===== src/core/pulse_counter_pkg.sv =====
// Package: constants and carrier types for the pulse counter block
// Function
// - Two independent, separately configured counter channels
// - Trigger event snapshots count for motion control
// - Selector 0 uses registers, 1 embedded program
// - Source word picks reset, capture, count, duty
// - Capture rising edge copies count to capture
// - Reset function clears count to zero
// - Latch on capture edge or period, period latch compensated
`default_nettype none
package pulse_counter_pkg;
    localparam int DATA_W = 32;
    localparam int ADDR_W = 8;

    localparam logic [ADDR_W-1:0] OFS_CMD_SEL = 8'h00;
    localparam logic [ADDR_W-1:0] OFS_CTRL_ONE = 8'h04;
    localparam logic [ADDR_W-1:0] OFS_SRC_ONE = 8'h08;
    localparam logic [ADDR_W-1:0] OFS_PER_ONE = 8'h0c;
    localparam logic [ADDR_W-1:0] OFS_CNT_ONE = 8'h10;
    localparam logic [ADDR_W-1:0] OFS_CAP_ONE = 8'h14;
    localparam logic [ADDR_W-1:0] OFS_CTRL_TWO = 8'h18;
    localparam logic [ADDR_W-1:0] OFS_SRC_TWO = 8'h1c;
    localparam logic [ADDR_W-1:0] OFS_CMP_TWO = 8'h20;
    localparam logic [ADDR_W-1:0] OFS_PER_TWO = 8'h24;
    localparam logic [ADDR_W-1:0] OFS_CNT_TWO = 8'h28;
    localparam logic [ADDR_W-1:0] OFS_CAP_TWO = 8'h2c;
    localparam logic [ADDR_W-1:0] OFS_SW_CAP = 8'h30;

    // Digit values of the control and source words
    localparam logic [3:0] DIG_OFF = 4'h0;
    localparam logic [3:0] DIG_ON = 4'h1;
    localparam logic [3:0] SRC_LOW = 4'h0;
    localparam logic [3:0] SRC_HIGH = 4'h1;
    localparam logic [3:0] SRC_IN8 = 4'h2;
    localparam logic [3:0] SRC_IN7 = 4'h3;
    localparam logic [3:0] TRIG_SW = 4'h0;
    localparam logic [3:0] TRIG_IN8 = 4'h1;
    localparam logic [3:0] TRIG_IN7 = 4'h2;

    localparam logic [15:0] CMD_PARAM = 16'h0000;
    localparam logic [15:0] CMD_PLC = 16'h0001;

    localparam logic [15:0] RST_CMD_SEL = 16'h0000;
    localparam logic [15:0] RST_CTRL_ONE = 16'h0010;
    localparam logic [15:0] RST_CTRL_TWO = 16'h0000;
    localparam logic [15:0] RST_SRC = 16'h0100;
    localparam logic [DATA_W-1:0] RST_WORD = 32'h0;

    localparam int KIND_COUNT = 0;
    localparam int KIND_TRIG = 1;

    // Digit D is the top nibble, digit A the bottom one
    typedef struct packed {
        logic [3:0] captureOn;
        logic [3:0] forward;
        logic [3:0] enable;
        logic [3:0] clear;
    } chan_ctrl_t;

    typedef struct packed {
        logic [3:0] dutyFix;
        logic [3:0] countSrc;
        logic [3:0] captureSrc;
        logic [3:0] resetSrc;
    } chan_src_t;

    typedef struct packed {
        logic lowPulse;
        logic highPulse;
        logic inSeven;
        logic inEight;
    } pins_t;

    typedef struct packed {
        chan_ctrl_t [1:0] ctrl;
        logic [1:0] capture;
    } plc_cmd_t;
endpackage
`default_nettype wire


===== src/core/input_sync.sv =====
// Two-stage synchroniser for asynchronous pin levels
`default_nettype none
module input_sync #(
    parameter int W = 4
) (
    input wire logic clk_sys,
    input wire logic rst,
    input wire logic [W-1:0] pinIn,
    output logic [W-1:0] pinOut
);
    typedef struct packed {
        logic [W-1:0] meta;
        logic [W-1:0] stable;
    } sync_state_t;

    sync_state_t s;
    sync_state_t n;

    if (W < 1) begin : g_bad_width
        $error("input_sync: width must be at least one");
    end

    // The first stage feeds only the second stage
    always_comb begin
        n.meta = pinIn;
        n.stable = s.meta;
    end

    always_ff @(posedge clk_sys) begin
        if (rst) begin
            s <= '0;
        end else begin
            s <= n;
        end
    end

    assign pinOut = s.stable;
endmodule // input_sync
`default_nettype wire


===== src/core/source_select.sv =====
// Picks one pulse or trigger source and reports its edges
`default_nettype none
module source_select
    import pulse_counter_pkg::*;
#(
    parameter int KIND = KIND_COUNT
) (
    input wire pins_t cur,
    input wire pins_t prev,
    input wire logic [3:0] sel,
    input wire logic swEvent,
    output logic rise,
    output logic fall
);
    logic now;
    logic was;

    if (KIND != KIND_COUNT && KIND != KIND_TRIG) begin : g_bad_kind
        $error("source_select: unknown source kind");
    end

    always_comb begin
        now = 1'b0;
        was = 1'b0;
        if (KIND == KIND_COUNT) begin
            case (sel)
                SRC_LOW: begin
                    now = cur.lowPulse;
                    was = prev.lowPulse;
                end
                SRC_HIGH: begin
                    now = cur.highPulse;
                    was = prev.highPulse;
                end
                SRC_IN8: begin
                    now = cur.inEight;
                    was = prev.inEight;
                end
                SRC_IN7: begin
                    now = cur.inSeven;
                    was = prev.inSeven;
                end
                default: begin
                    now = 1'b0;
                    was = 1'b0;
                end
            endcase
        end else begin
            case (sel)
                TRIG_IN8: begin
                    now = cur.inEight;
                    was = prev.inEight;
                end
                TRIG_IN7: begin
                    now = cur.inSeven;
                    was = prev.inSeven;
                end
                default: begin
                    now = 1'b0;
                    was = 1'b0;
                end
            endcase
        end
        // Software command counts only where it is selectable
        rise = (now & ~was) |
               (KIND == KIND_TRIG && sel == TRIG_SW && swEvent);
        fall = ~now & was;
    end
endmodule // source_select
`default_nettype wire


===== src/core/pulse_counter_with_capture.sv =====
// Two-channel pulse counter with capture, behind an APB slave
`default_nettype none
module pulse_counter_with_capture
    import pulse_counter_pkg::*;
#(
    parameter int CW = 32
) (
    input wire logic clk_sys,
    input wire logic rst,
    input wire logic psel,
    input wire logic penable,
    input wire logic pwrite,
    input wire logic [ADDR_W-1:0] paddr,
    input wire logic [DATA_W-1:0] pwdata,
    input wire logic [3:0] pstrb,
    output logic [DATA_W-1:0] prdata,
    output logic pready,
    output logic pslverr,
    input wire pins_t pinsAsync,
    input wire plc_cmd_t plcCmd,
    output logic [CW-1:0] countOne,
    output logic [CW-1:0] countTwo,
    output logic [CW-1:0] captureOne,
    output logic [CW-1:0] captureTwo
);
    typedef struct packed {
        logic [15:0] cmdSel;
        chan_ctrl_t [1:0] ctrl;
        chan_src_t [1:0] src;
        logic [1:0][DATA_W-1:0] per;
        logic [DATA_W-1:0] cmpTwo;
        logic [1:0] swCap;
        logic [1:0] plcCapPrev;
        pins_t prevPins;
        logic [1:0][CW-1:0] cnt;
        logic [1:0][CW-1:0] cap;
        logic [1:0][DATA_W-1:0] timer;
        logic [DATA_W-1:0] prdata;
        logic pready;
        logic pslverr;
    } top_state_t;

    top_state_t s;
    top_state_t n;

    pins_t pinsSync;
    chan_ctrl_t [1:0] ctrlEff;
    logic [1:0] capCmd;
    logic [1:0] cntRise;
    logic [1:0] cntFall;
    logic [1:0] rstRise;
    logic [1:0] rstFallUnused;
    logic [1:0] capRise;
    logic [1:0] capFallUnused;
    logic [1:0] clrEv;
    logic [1:0] stepEv;
    logic [1:0] capOn;
    logic [1:0] perOn;
    logic [1:0] perEv;
    logic [1:0] edgeCap;
    logic plcMode;
    logic acc;
    logic done;
    logic hit;
    logic [DATA_W-1:0] rdata;
    logic [DATA_W-1:0] wv;

    if (CW < 2 || CW > DATA_W) begin : g_bad_width
        $error("pulse_counter_with_capture: CW must be 2 to 32");
    end

    function automatic logic [DATA_W-1:0] mergeLanes(
        input logic [DATA_W-1:0] old,
        input logic [DATA_W-1:0] wd,
        input logic [3:0] strb
    );
        logic [DATA_W-1:0] r;
        r = old;
        for (int b = 0; b < 4; b++) begin
            if (strb[b]) begin
                r[8*b +: 8] = wd[8*b +: 8];
            end
        end
        return r;
    endfunction

    // Plain two-flop sampling is enough only for slow digital inputs
    input_sync #(.W(4)) u_sync (
        .clk_sys(clk_sys),
        .rst(rst),
        .pinIn(pinsAsync),
        .pinOut(pinsSync)
    );

    assign plcMode = s.cmdSel == CMD_PLC;
    // Program capture is a level, so only its rising edge counts
    assign capCmd = plcMode ? (plcCmd.capture & ~s.plcCapPrev)
                            : s.swCap;

    for (genvar i = 0; i < 2; i++) begin : g_chan
        assign ctrlEff[i] = plcMode ? plcCmd.ctrl[i] : s.ctrl[i];

        source_select #(.KIND(KIND_COUNT)) u_count (
            .cur(pinsSync),
            .prev(s.prevPins),
            .sel(s.src[i].countSrc),
            .swEvent(1'b0),
            .rise(cntRise[i]),
            .fall(cntFall[i])
        );
        source_select #(.KIND(KIND_TRIG)) u_reset (
            .cur(pinsSync),
            .prev(s.prevPins),
            .sel(s.src[i].resetSrc),
            .swEvent(1'b0),
            .rise(rstRise[i]),
            .fall(rstFallUnused[i])
        );
        source_select #(.KIND(KIND_TRIG)) u_capture (
            .cur(pinsSync),
            .prev(s.prevPins),
            .sel(s.src[i].captureSrc),
            .swEvent(capCmd[i]),
            .rise(capRise[i]),
            .fall(capFallUnused[i])
        );

        assign clrEv[i] = ctrlEff[i].clear == DIG_ON || rstRise[i];
        assign stepEv[i] = ctrlEff[i].enable == DIG_ON &&
            (cntRise[i] || (s.src[i].dutyFix == DIG_ON && cntFall[i]));
        assign capOn[i] = ctrlEff[i].captureOn == DIG_ON;
        assign edgeCap[i] = capOn[i] && capRise[i];
        assign perOn[i] = capOn[i] && s.per[i] != RST_WORD;
        assign perEv[i] = perOn[i] &&
            (s.timer[i] + 32'h1 >= s.per[i]);
    end

    always_comb begin
        hit = 1'b1;
        case (paddr)
            OFS_CMD_SEL: rdata = {16'h0, s.cmdSel};
            OFS_CTRL_ONE: rdata = {16'h0, s.ctrl[0]};
            OFS_SRC_ONE: rdata = {16'h0, s.src[0]};
            OFS_PER_ONE: rdata = s.per[0];
            OFS_CNT_ONE: rdata = DATA_W'($signed(s.cnt[0]));
            OFS_CAP_ONE: rdata = DATA_W'($signed(s.cap[0]));
            OFS_CTRL_TWO: rdata = {16'h0, s.ctrl[1]};
            OFS_SRC_TWO: rdata = {16'h0, s.src[1]};
            OFS_CMP_TWO: rdata = s.cmpTwo;
            OFS_PER_TWO: rdata = s.per[1];
            OFS_CNT_TWO: rdata = DATA_W'($signed(s.cnt[1]));
            OFS_CAP_TWO: rdata = DATA_W'($signed(s.cap[1]));
            OFS_SW_CAP: rdata = RST_WORD;
            default: begin
                rdata = RST_WORD;
                hit = 1'b0;
            end
        endcase
    end

    assign acc = psel && penable && !s.pready;
    assign done = psel && penable && s.pready;
    // Read-only words merge with their own value and are dropped below
    assign wv = mergeLanes(rdata, pwdata, pstrb);

    always_comb begin
        n = s;
        n.pready = 1'b0;
        n.pslverr = 1'b0;
        n.swCap = 2'h0;
        n.prevPins = pinsSync;
        n.plcCapPrev = plcCmd.capture;
        // One wait state keeps every bus output on a flop
        if (acc) begin
            n.pready = 1'b1;
            n.pslverr = !hit;
            n.prdata = rdata;
        end
        if (done && pwrite && hit) begin
            case (paddr)
                OFS_CMD_SEL: n.cmdSel = wv[15:0];
                OFS_CTRL_ONE: n.ctrl[0] = wv[15:0];
                OFS_SRC_ONE: n.src[0] = wv[15:0];
                OFS_PER_ONE: n.per[0] = wv;
                OFS_CTRL_TWO: n.ctrl[1] = wv[15:0];
                OFS_SRC_TWO: n.src[1] = wv[15:0];
                OFS_CMP_TWO: n.cmpTwo = wv;
                OFS_PER_TWO: n.per[1] = wv;
                OFS_SW_CAP: n.swCap = wv[1:0];
                default: n.swCap = 2'h0;
            endcase
        end
        for (int i = 0; i < 2; i++) begin
            if (clrEv[i]) begin
                n.cnt[i] = '0;
            end else if (stepEv[i]) begin
                n.cnt[i] = ctrlEff[i].forward == DIG_ON
                         ? s.cnt[i] + CW'(1)
                         : s.cnt[i] - CW'(1);
            end
            if (!perOn[i] || perEv[i]) begin
                n.timer[i] = RST_WORD;
            end else begin
                n.timer[i] = s.timer[i] + 32'h1;
            end
            // Periodic latch takes this edge's pulse so both agree
            if (edgeCap[i]) begin
                n.cap[i] = s.cnt[i];
            end else if (perEv[i]) begin
                n.cap[i] = n.cnt[i];
            end
        end
    end

    always_ff @(posedge clk_sys) begin
        if (rst) begin
            s <= '0;
            s.cmdSel <= RST_CMD_SEL;
            s.ctrl[0] <= RST_CTRL_ONE;
            s.ctrl[1] <= RST_CTRL_TWO;
            s.src[0] <= RST_SRC;
            s.src[1] <= RST_SRC;
        end else begin
            s <= n;
        end
    end

    assign prdata = s.prdata;
    assign pready = s.pready;
    assign pslverr = s.pslverr;
    assign countOne = s.cnt[0];
    assign countTwo = s.cnt[1];
    assign captureOne = s.cap[0];
    assign captureTwo = s.cap[1];
endmodule // pulse_counter_with_capture
`default_nettype wire


===== config.mk =====
export PLATFORM = sky130hd
export DESIGN_NAME = pulse_counter_with_capture
export DESIGN_NICKNAME = d
export VERILOG_FILES = /design/src/core/pulse_counter_pkg.sv /design/src/core/input_sync.sv /design/src/core/source_select.sv /design/src/core/pulse_counter_with_capture.sv
export SDC_FILE = /design/constraint.sdc
export NUM_CORES = 1
export LEC_CHECK = 0
export BUFFER_PORTS_ARGS = -buffer_cell sky130_fd_sc_hd__buf_2
export CORE_ASPECT_RATIO = 2
export CORE_UTILIZATION = 36
export CTS_CLUSTER_DIAMETER = 50
export DETAILED_ROUTE_END_ITERATION = 16
export PLACE_DENSITY = 0.63
export SKIP_CTS_REPAIR_TIMING = 1
export SLEW_MARGIN = 20
export SYNTH_ARGS = -nofsm -noshare
export SYNTH_HDL_FRONTEND = slang
export SYNTH_HIERARCHICAL = 1
export SYNTH_SLANG_ARGS = --single-unit
export TNS_END_PERCENT = 20

===== constraint.sdc =====
create_clock -name clk_sys -period 5.8 [get_ports clk_sys]
set_clock_uncertainty 0.05 [all_clocks]
set_input_delay 0 -clock clk_sys [delete_from_list [all_inputs] [get_ports clk_sys]]
set_output_delay 0 -clock clk_sys [all_outputs]
set_load 0.02 [all_outputs]

==> out/metrics.yaml, run 1 <==
outcome:
  outcome: "complete, but fails checks"
  violations: "negative hold slack"
grt:
  gr-usage-met1_pct: 30.4
  grt_pass1_wl_mm: 149
  gr-usage-met2_pct: 47.0
  grt_pass1_vias: 23300
  grt_max_degree: 147
  gr-max-usage-layer: "met2"
  overflow: 0
  grtUsageTotal_pct: 28.0
  use_met3_pct: 5.37
  antenna_found_initial: 5
setup_path:
  critPathRequiredTime_ps: 6280
  crit_start: "s[409]"
  r2r_slack_ps: 610
  worst-path-max-fanout: 28
  cp-start-kind: "flip-flop"
  crit_path_end: "captureTwo[27]"
  crit_type: "reg2reg"
  arrival_ps: 5670
  critPathCaptureType: "flip-flop"
  r2r-start: "s[409]"
  worstRegToRegCells: 16
  timing.rr.end: "captureTwo[27]"
timing:
  post-route-period-util_pct: 89.6
  rsz0062_at_grt: "no"
  hold_viol: 16
  hold_ws_ps: -81.2
  fin_setup_tns_ps: 0
  maxSlewHeadroom_pct: 27.2
  worst_slew_pin_slew_ps: 1080
  fin_crit_ps: 5190
  fmax_mhz: 193
  setup_viol: 0
  final_max_slew_viol_count: 0
hold_path:
  worstHoldStart: "pwdata[19]"
  hold_path_class: "in2reg"
detailed_routing:
  drt_iter0_drc: 2036
  wl_mm: 102
  first_pass_iters: 8
  via_per_inst: 5.92
  drtAntennaViolNets: 0
  vias: 24500
  drt_drc_violations_left: 0
  wl_per_cell_um: 24.7
flow_run:
  maxCapViolCount: 0
place:
  dpl.hpwl_mm: 77.9
  gp_congestion: 1.03
  postPlaceCellArea_sq_um: 26200
  port_buffers: 248
finish:
  nets: 3432
  syn_to_final_growth_pct: 10.9
  fin_area_sq_um: 28100
  drive_gt1_share_pct: 14.8
  antennaDiodeCount: 0
power_and_ir_drop:
  p_per_area_nw_per_um2: 232
  peakVddDrop_mv: 0.167
  leakagePower_nw: 11.2
clock_tree:
  cts_sinks: 418
  cts_tree: "yes"
  clkSlewWorstSetupHoldPaths_ps: 70
  cts_max_level: 2
  clock_latency_ps: 600
  clockBufferDepth: 3
  cts_buffers: 43
  cts_root_buffer: "clkbuf_16"
synthesis:
  netlist_instances: 3171
  syn-mean-instance-area_sq_um: 7.98
  synth_warnings: 6
  syn_area_sq_um: 25300
floorplanning:
  core_sq_um: 69600
  ios: 249
  die_w_um: 189
  dieHeight_um: 377
  die-area_sq_um: 71400
  start_util_pct: 36.4
  rows: 137
==> cells in the final DEF (no fill, tap or decap), types with 33 or more instances in the layout <==
master / count
o21ai_0: 80
nor2_1: 429
ha_1: 140
nor2b_1: 84
buf_4: 47
nand4_1: 40
a22oi_1: 45
a221oi_1: 54
mux2i_1: 33
clkbuf_16: 43
nand3_1: 53
a211oi_1: 39
xnor2_1: 69
a311oi_1: 33
dfxtp_1: 418
inv_1: 101
a21oi_1: 309
nand2_1: 328
a21o_1: 43
buf_2: 247
nor3_1: 74
xor2_1: 44
==> layer usage <==
metal / part of all wire [%] / up-vias / routed length [um]
met5: 0.048 / - / 49
met4: 9.2 / 8 / 9370
met3: 7.8 / 366 / 7950
met2: 47 / 1207 / 48400
met1: 36 / 11700 / 36600
li1: - / 11200 / -
==> metrics by stage <==
stage	setup WS, ps	hold slack, ps	util, %	cells	total power [mW]
floorplan	471	21.6	-	3172	3.34
CTS	713	-435	39.8	4108	6.51
finish	606	-81.2	40.3	4140	6.51
global placement	738	166	37.6	4029	3.52
global route	324	2.78	40.3	4140	6.67
detailed placement	729	173	37.6	4029	3.51
==> how the worst min path moves through the flow <==
stage / end / cells after the start / slack (ps)
after floorplan: u_sync/n[0] / 1 / 20
after global placement: u_sync/n[3] / 2 / 170
after detailed placement: u_sync/n[3] / 2 / 170
after CTS: u_sync/n[3] / 2 / -430
after global routing: s[285] / 6 / 3
final: s[285] / 6 / -80
==> cell type report <==
| class | count | area (sq um) |
|---|---|---|
| Timing Repair Buffer | 329 | 1960 |
| Tap cell | 903 | 1130 |
| Multi-Input combinational cell | 2310 | 14700 |
| Clock buffer | 57 | 1230 |
| Sequential cell | 418 | 8370 |
| Inverter | 101 | 379 |
| Clock inverter | 22 | 278 |
| Fill cell | 7264 | 41500 |
==> critical path, cell delays in order (launching register included) <==
cell and delay [ps]:
dfxtp_1 350, nor4b_2 430, nand4_2 130, buf_4 280, nor4_1 670, a21oi_4 300
buf_4 320, ha_1 420, a2111oi_2 400, a221oi_1 160, o21a_1 150, a22o_1 220
a211oi_1 610, nand4_1 170, o41ai_1 110, o21ai_0 170, a21oi_1 150
==> sequential cells by signal, summed over array words and instances (netlist names) <==
name           cells
s                248
prdata            32
pready             1
captureOne        32
captureTwo        32
u_sync/n           4
countOne          32
countTwo          32
pslverr            1
u_sync/pinOut      4
==> power breakdown <==
group	switching, mW	total (mW)	internal [mW]
Clock	1.30	3.03	1.73
Sequential	0.0244	2.92	2.89
Combinational	0.375	0.562	0.187
No activity file was read; power rests on OpenSTA's default activity.
==> run 2: changes to the inputs <==
Settings changed: SYNTH_HIERARCHICAL 1 to default.
==> run 2 against run 1 <==
  * The run still ends with negative hold slack left
  * Sequential share of layout area up 0.39 points
  * Final cell count did not move
  * Combinational power up 67%
  * Hold slack improved by 41 ps
  * Total power rose by 5.0%
  * Synthesized area down 1.1%
  * Via count is 0.26% lower
  * Flip-flop and latch count did not move
  * Critical path type unchanged
==> out/metrics.yaml, run 2 <==
timing:
  hold_ws_ps: -40.6  # +40.6 ps
  hold_viol: 10  # -6
  fin_setup_tns_ps: 0  # unchanged
  rsz0062_at_grt: "no"
  fin_crit_ps: 5610  # +413 ps
  setup_viol: 0  # unchanged
  setup_ws_ps: 193  # -413 ps
  final_max_slew_viol_count: 0  # unchanged
  post-route-period-util_pct: 96.7  # +7.1 points
  fmax_mhz: 178  # -7.4%
  worst_slew_pin_slew_ps: 1200  # +119 ps
  maxSlewHeadroom_pct: 19.2  # -8.0 points
setup_path:
  crit_start: "s[396]"
  critPathCaptureType: "flip-flop"
  critPathRequiredTime_ps: 6270  # about the same
  crit_type: "reg2reg"
  cp-start-kind: "flip-flop"
  r2r-start: "s[396]"
  worst-path-max-fanout: 30  # +7.1%
  arrival_ps: 6070  # +400 ps
finish:
  largest-register: "s"
  nets: 3436  # +0.12%
  final_cell_mix: "418 x dfxtp_1, 385 x nand2_1, 355 x nor2_1"
  fillCellCount: 7142  # -1.7%
  syn_to_final_growth_pct: 10.6
  final_common_cell: "dfxtp_1"
  drive_gt1_share_pct: 14.0  # -0.87 points
  fin_area_sq_um: 27700  # -1.3%
  largest_register_ffs: 248  # unchanged
detailed_routing:
  drtAntennaViolNets: 0  # unchanged
  drt_iter0_drc: 2457  # +21%
  first_pass_iters: 9  # +1
  via_per_inst: 5.90  # -0.26%
  wl_mm: 109  # +6.9%
  vias: 24400  # -0.26%
  drt_drc_violations_left: 0  # unchanged
  wl_per_cell_um: 26.4  # +6.9%
floorplanning:
  die-area_sq_um: 70700  # -1.0%
  ios: 249  # unchanged
  dieHeight_um: 375  # -0.53%
  start_util_pct: 36.4  # +0.061 points
  die_w_um: 188  # -0.52%
  core_sq_um: 68700  # -1.2%
  rows: 136  # -0.73%
grt:
  overflow: 0  # unchanged
  grt_max_degree: 118  # -20%
  grtUsageTotal_pct: 30.2  # +2.2 points
  grt_pass1_vias: 23400  # +0.37%
  grt_pass1_wl_mm: 157  # +5.3%
  antenna_found_initial: 6  # +1
hold_path:
  hold_path_class: "in2reg"
  worstHoldStart: "pwdata[31]"
power_and_ir_drop:
  p_per_area_nw_per_um2: 247  # +6.4%
  leakagePower_nw: 11.1  # -1.2%
  peakVddDrop_mv: 0.184  # +10%
  power.total_mw: 6.84  # +5.0%
synthesis:
  syn_area_sq_um: 25000  # -1.1%
  synthesis.nets: 3403
  synthArstFlopShare_pct: 0
  synth.distinct_cells: 85
  ys_ff_latch: 418
  yosys.cell_count.top_type: "dfxtp_1"
  synth_area_leaders: "dfxtp_1 33%, ha_1 7.0%, a21oi_1 6.1%"
  synth_top_area_share_pct: 33.4
  synth-edff-count: 0
  netlist_top_cells_count: "418 x dfxtp_1, 386 x nand2_1, 357 x nor2_1"
  synth_flop_cell: "dfxtp_1"
  ys_seq_area_share_pct: 33.4
  synth_warnings: 0  # -6
  synth_top_cell_by_area: "dfxtp_1"
  syn-mean-instance-area_sq_um: 7.89  # -1.1%
  netlist_instances: 3174  # +0.095%
clock_tree:
  cts_max_level: 2  # unchanged
  clock_latency_ps: 590  # about the same
  cts_root_buffer: "clkbuf_16"
  clockBufferDepth: 3  # unchanged
  cts_sinks: 418  # unchanged
  cts_tree: "yes"
  cts_buffers: 41  # -4.7%
  clkSlewWorstSetupHoldPaths_ps: 70  # about the same
place:
  postPlaceCellArea_sq_um: 26000  # -0.65%
  detailedPlace.worstSlack_ps: 324  # -405 ps
  gp_congestion: 1.04  # +1.6%
  port_buffers: 248  # unchanged
  dpl.hpwl_mm: 83.6  # +7.2%
outcome:
  violations: "negative hold slack"
  outcome: "complete, but fails checks"
flow_run:
  maxCapViolCount: 0  # unchanged
==> run 2: changes by cell type in the layout (fill, tap and decap cells not counted), moves of 10 or more <==
cell / before / now
a211oi_1: 39 / 61
a221oi_1: 54 / 21
a22o_1: 27 / 14
a22oi_1: 45 / 78
a311oi_1: 33 / 6
dlygate4sd3_1: 31 / 21
inv_1: 101 / 112
nand2_1: 328 / 385
nand3_1: 53 / 78
nor2_1: 429 / 355
nor3_1: 74 / 87
o21ai_0: 80 / 70
==> run 2: kinds of logic (layout without fill, tap and decap cells) <==
kind of cell,count (synthesis),in the layout,synth area share [%]
AND/OR/NAND/NOR,1210,1210,22.6
AO/OA/AOI/OAI,769,769,20.1
buffers and inverters,448,513,9.40
flip-flops,418,418,33.4
adder cells (fa/ha/maj),142,142,7.16
XOR/XNOR,112,112,3.92
multiplexers,75,75,3.39
other,0,4,0
==> run 2: path summary, 6_finish.rpt <==
kind / to / slack (ps) / cells after the start
worst max-delay path: captureOne[28] / 190 / 17
worst min-delay path: s[329] / -40 / 6
worst max register to register: captureOne[28] / 190 / 17
worst min register to register: u_sync.pinOut[0] / 380 / 1
==> run 2: area by class of cell <==
class,count,area [sq um],share of cell area [%]
antenna,4,10.0,0.0361
clock buffer,50,1140,4.12
clock inverter,25,297,1.07
inverter,112,420,1.52
multi-input combinational,2308,14400,52.1
sequential,418,8370,30.2
tap,897,1120,4.05
timing repair buffer,326,1900,6.86
==> run 2: per-layer routing <==
layer  track usage, %  vias up  part of all wire [%]
met5                0        -                 0.010
met4             22.9        2                   8.8
met3             4.83      372                   7.5
met2             52.5     1268                    49
met1             32.4    11600                    35
li1                 -    11200                     -
==> run 2: per-stage QoR <==
stage	util, %	std cells
detailed placement	37.9	4038
global placement	37.9	4038
floorplan	-	3174
global route	40.3	4136
finish	40.3	4140
CTS	39.9	4113
==> run 2: critical path: stages (launching register included) <==
cell and delay [ps]:
dfxtp_1 350, nor4_1 350, nand4_1 210, buf_4 260
o21ai_0 690, buf_4 290, inv_1 180, buf_4 310
ha_1 460, a221oi_1 140, o21a_1 220, or4_1 520
a21oi_1 390, o311ai_1 250, a2111oi_0 440, a31o_2 190
o21ai_1 70, a31oi_1 160
==> run 2: power breakdown <==
part | total [mW] | switching (mW) | internal (mW)
clock network | 2.93 | 1.32 | 1.61
registers | 2.97 | 0.0640 | 2.90
logic | 0.940 | 0.591 | 0.350
total | 6.84 | 1.98 | 4.86
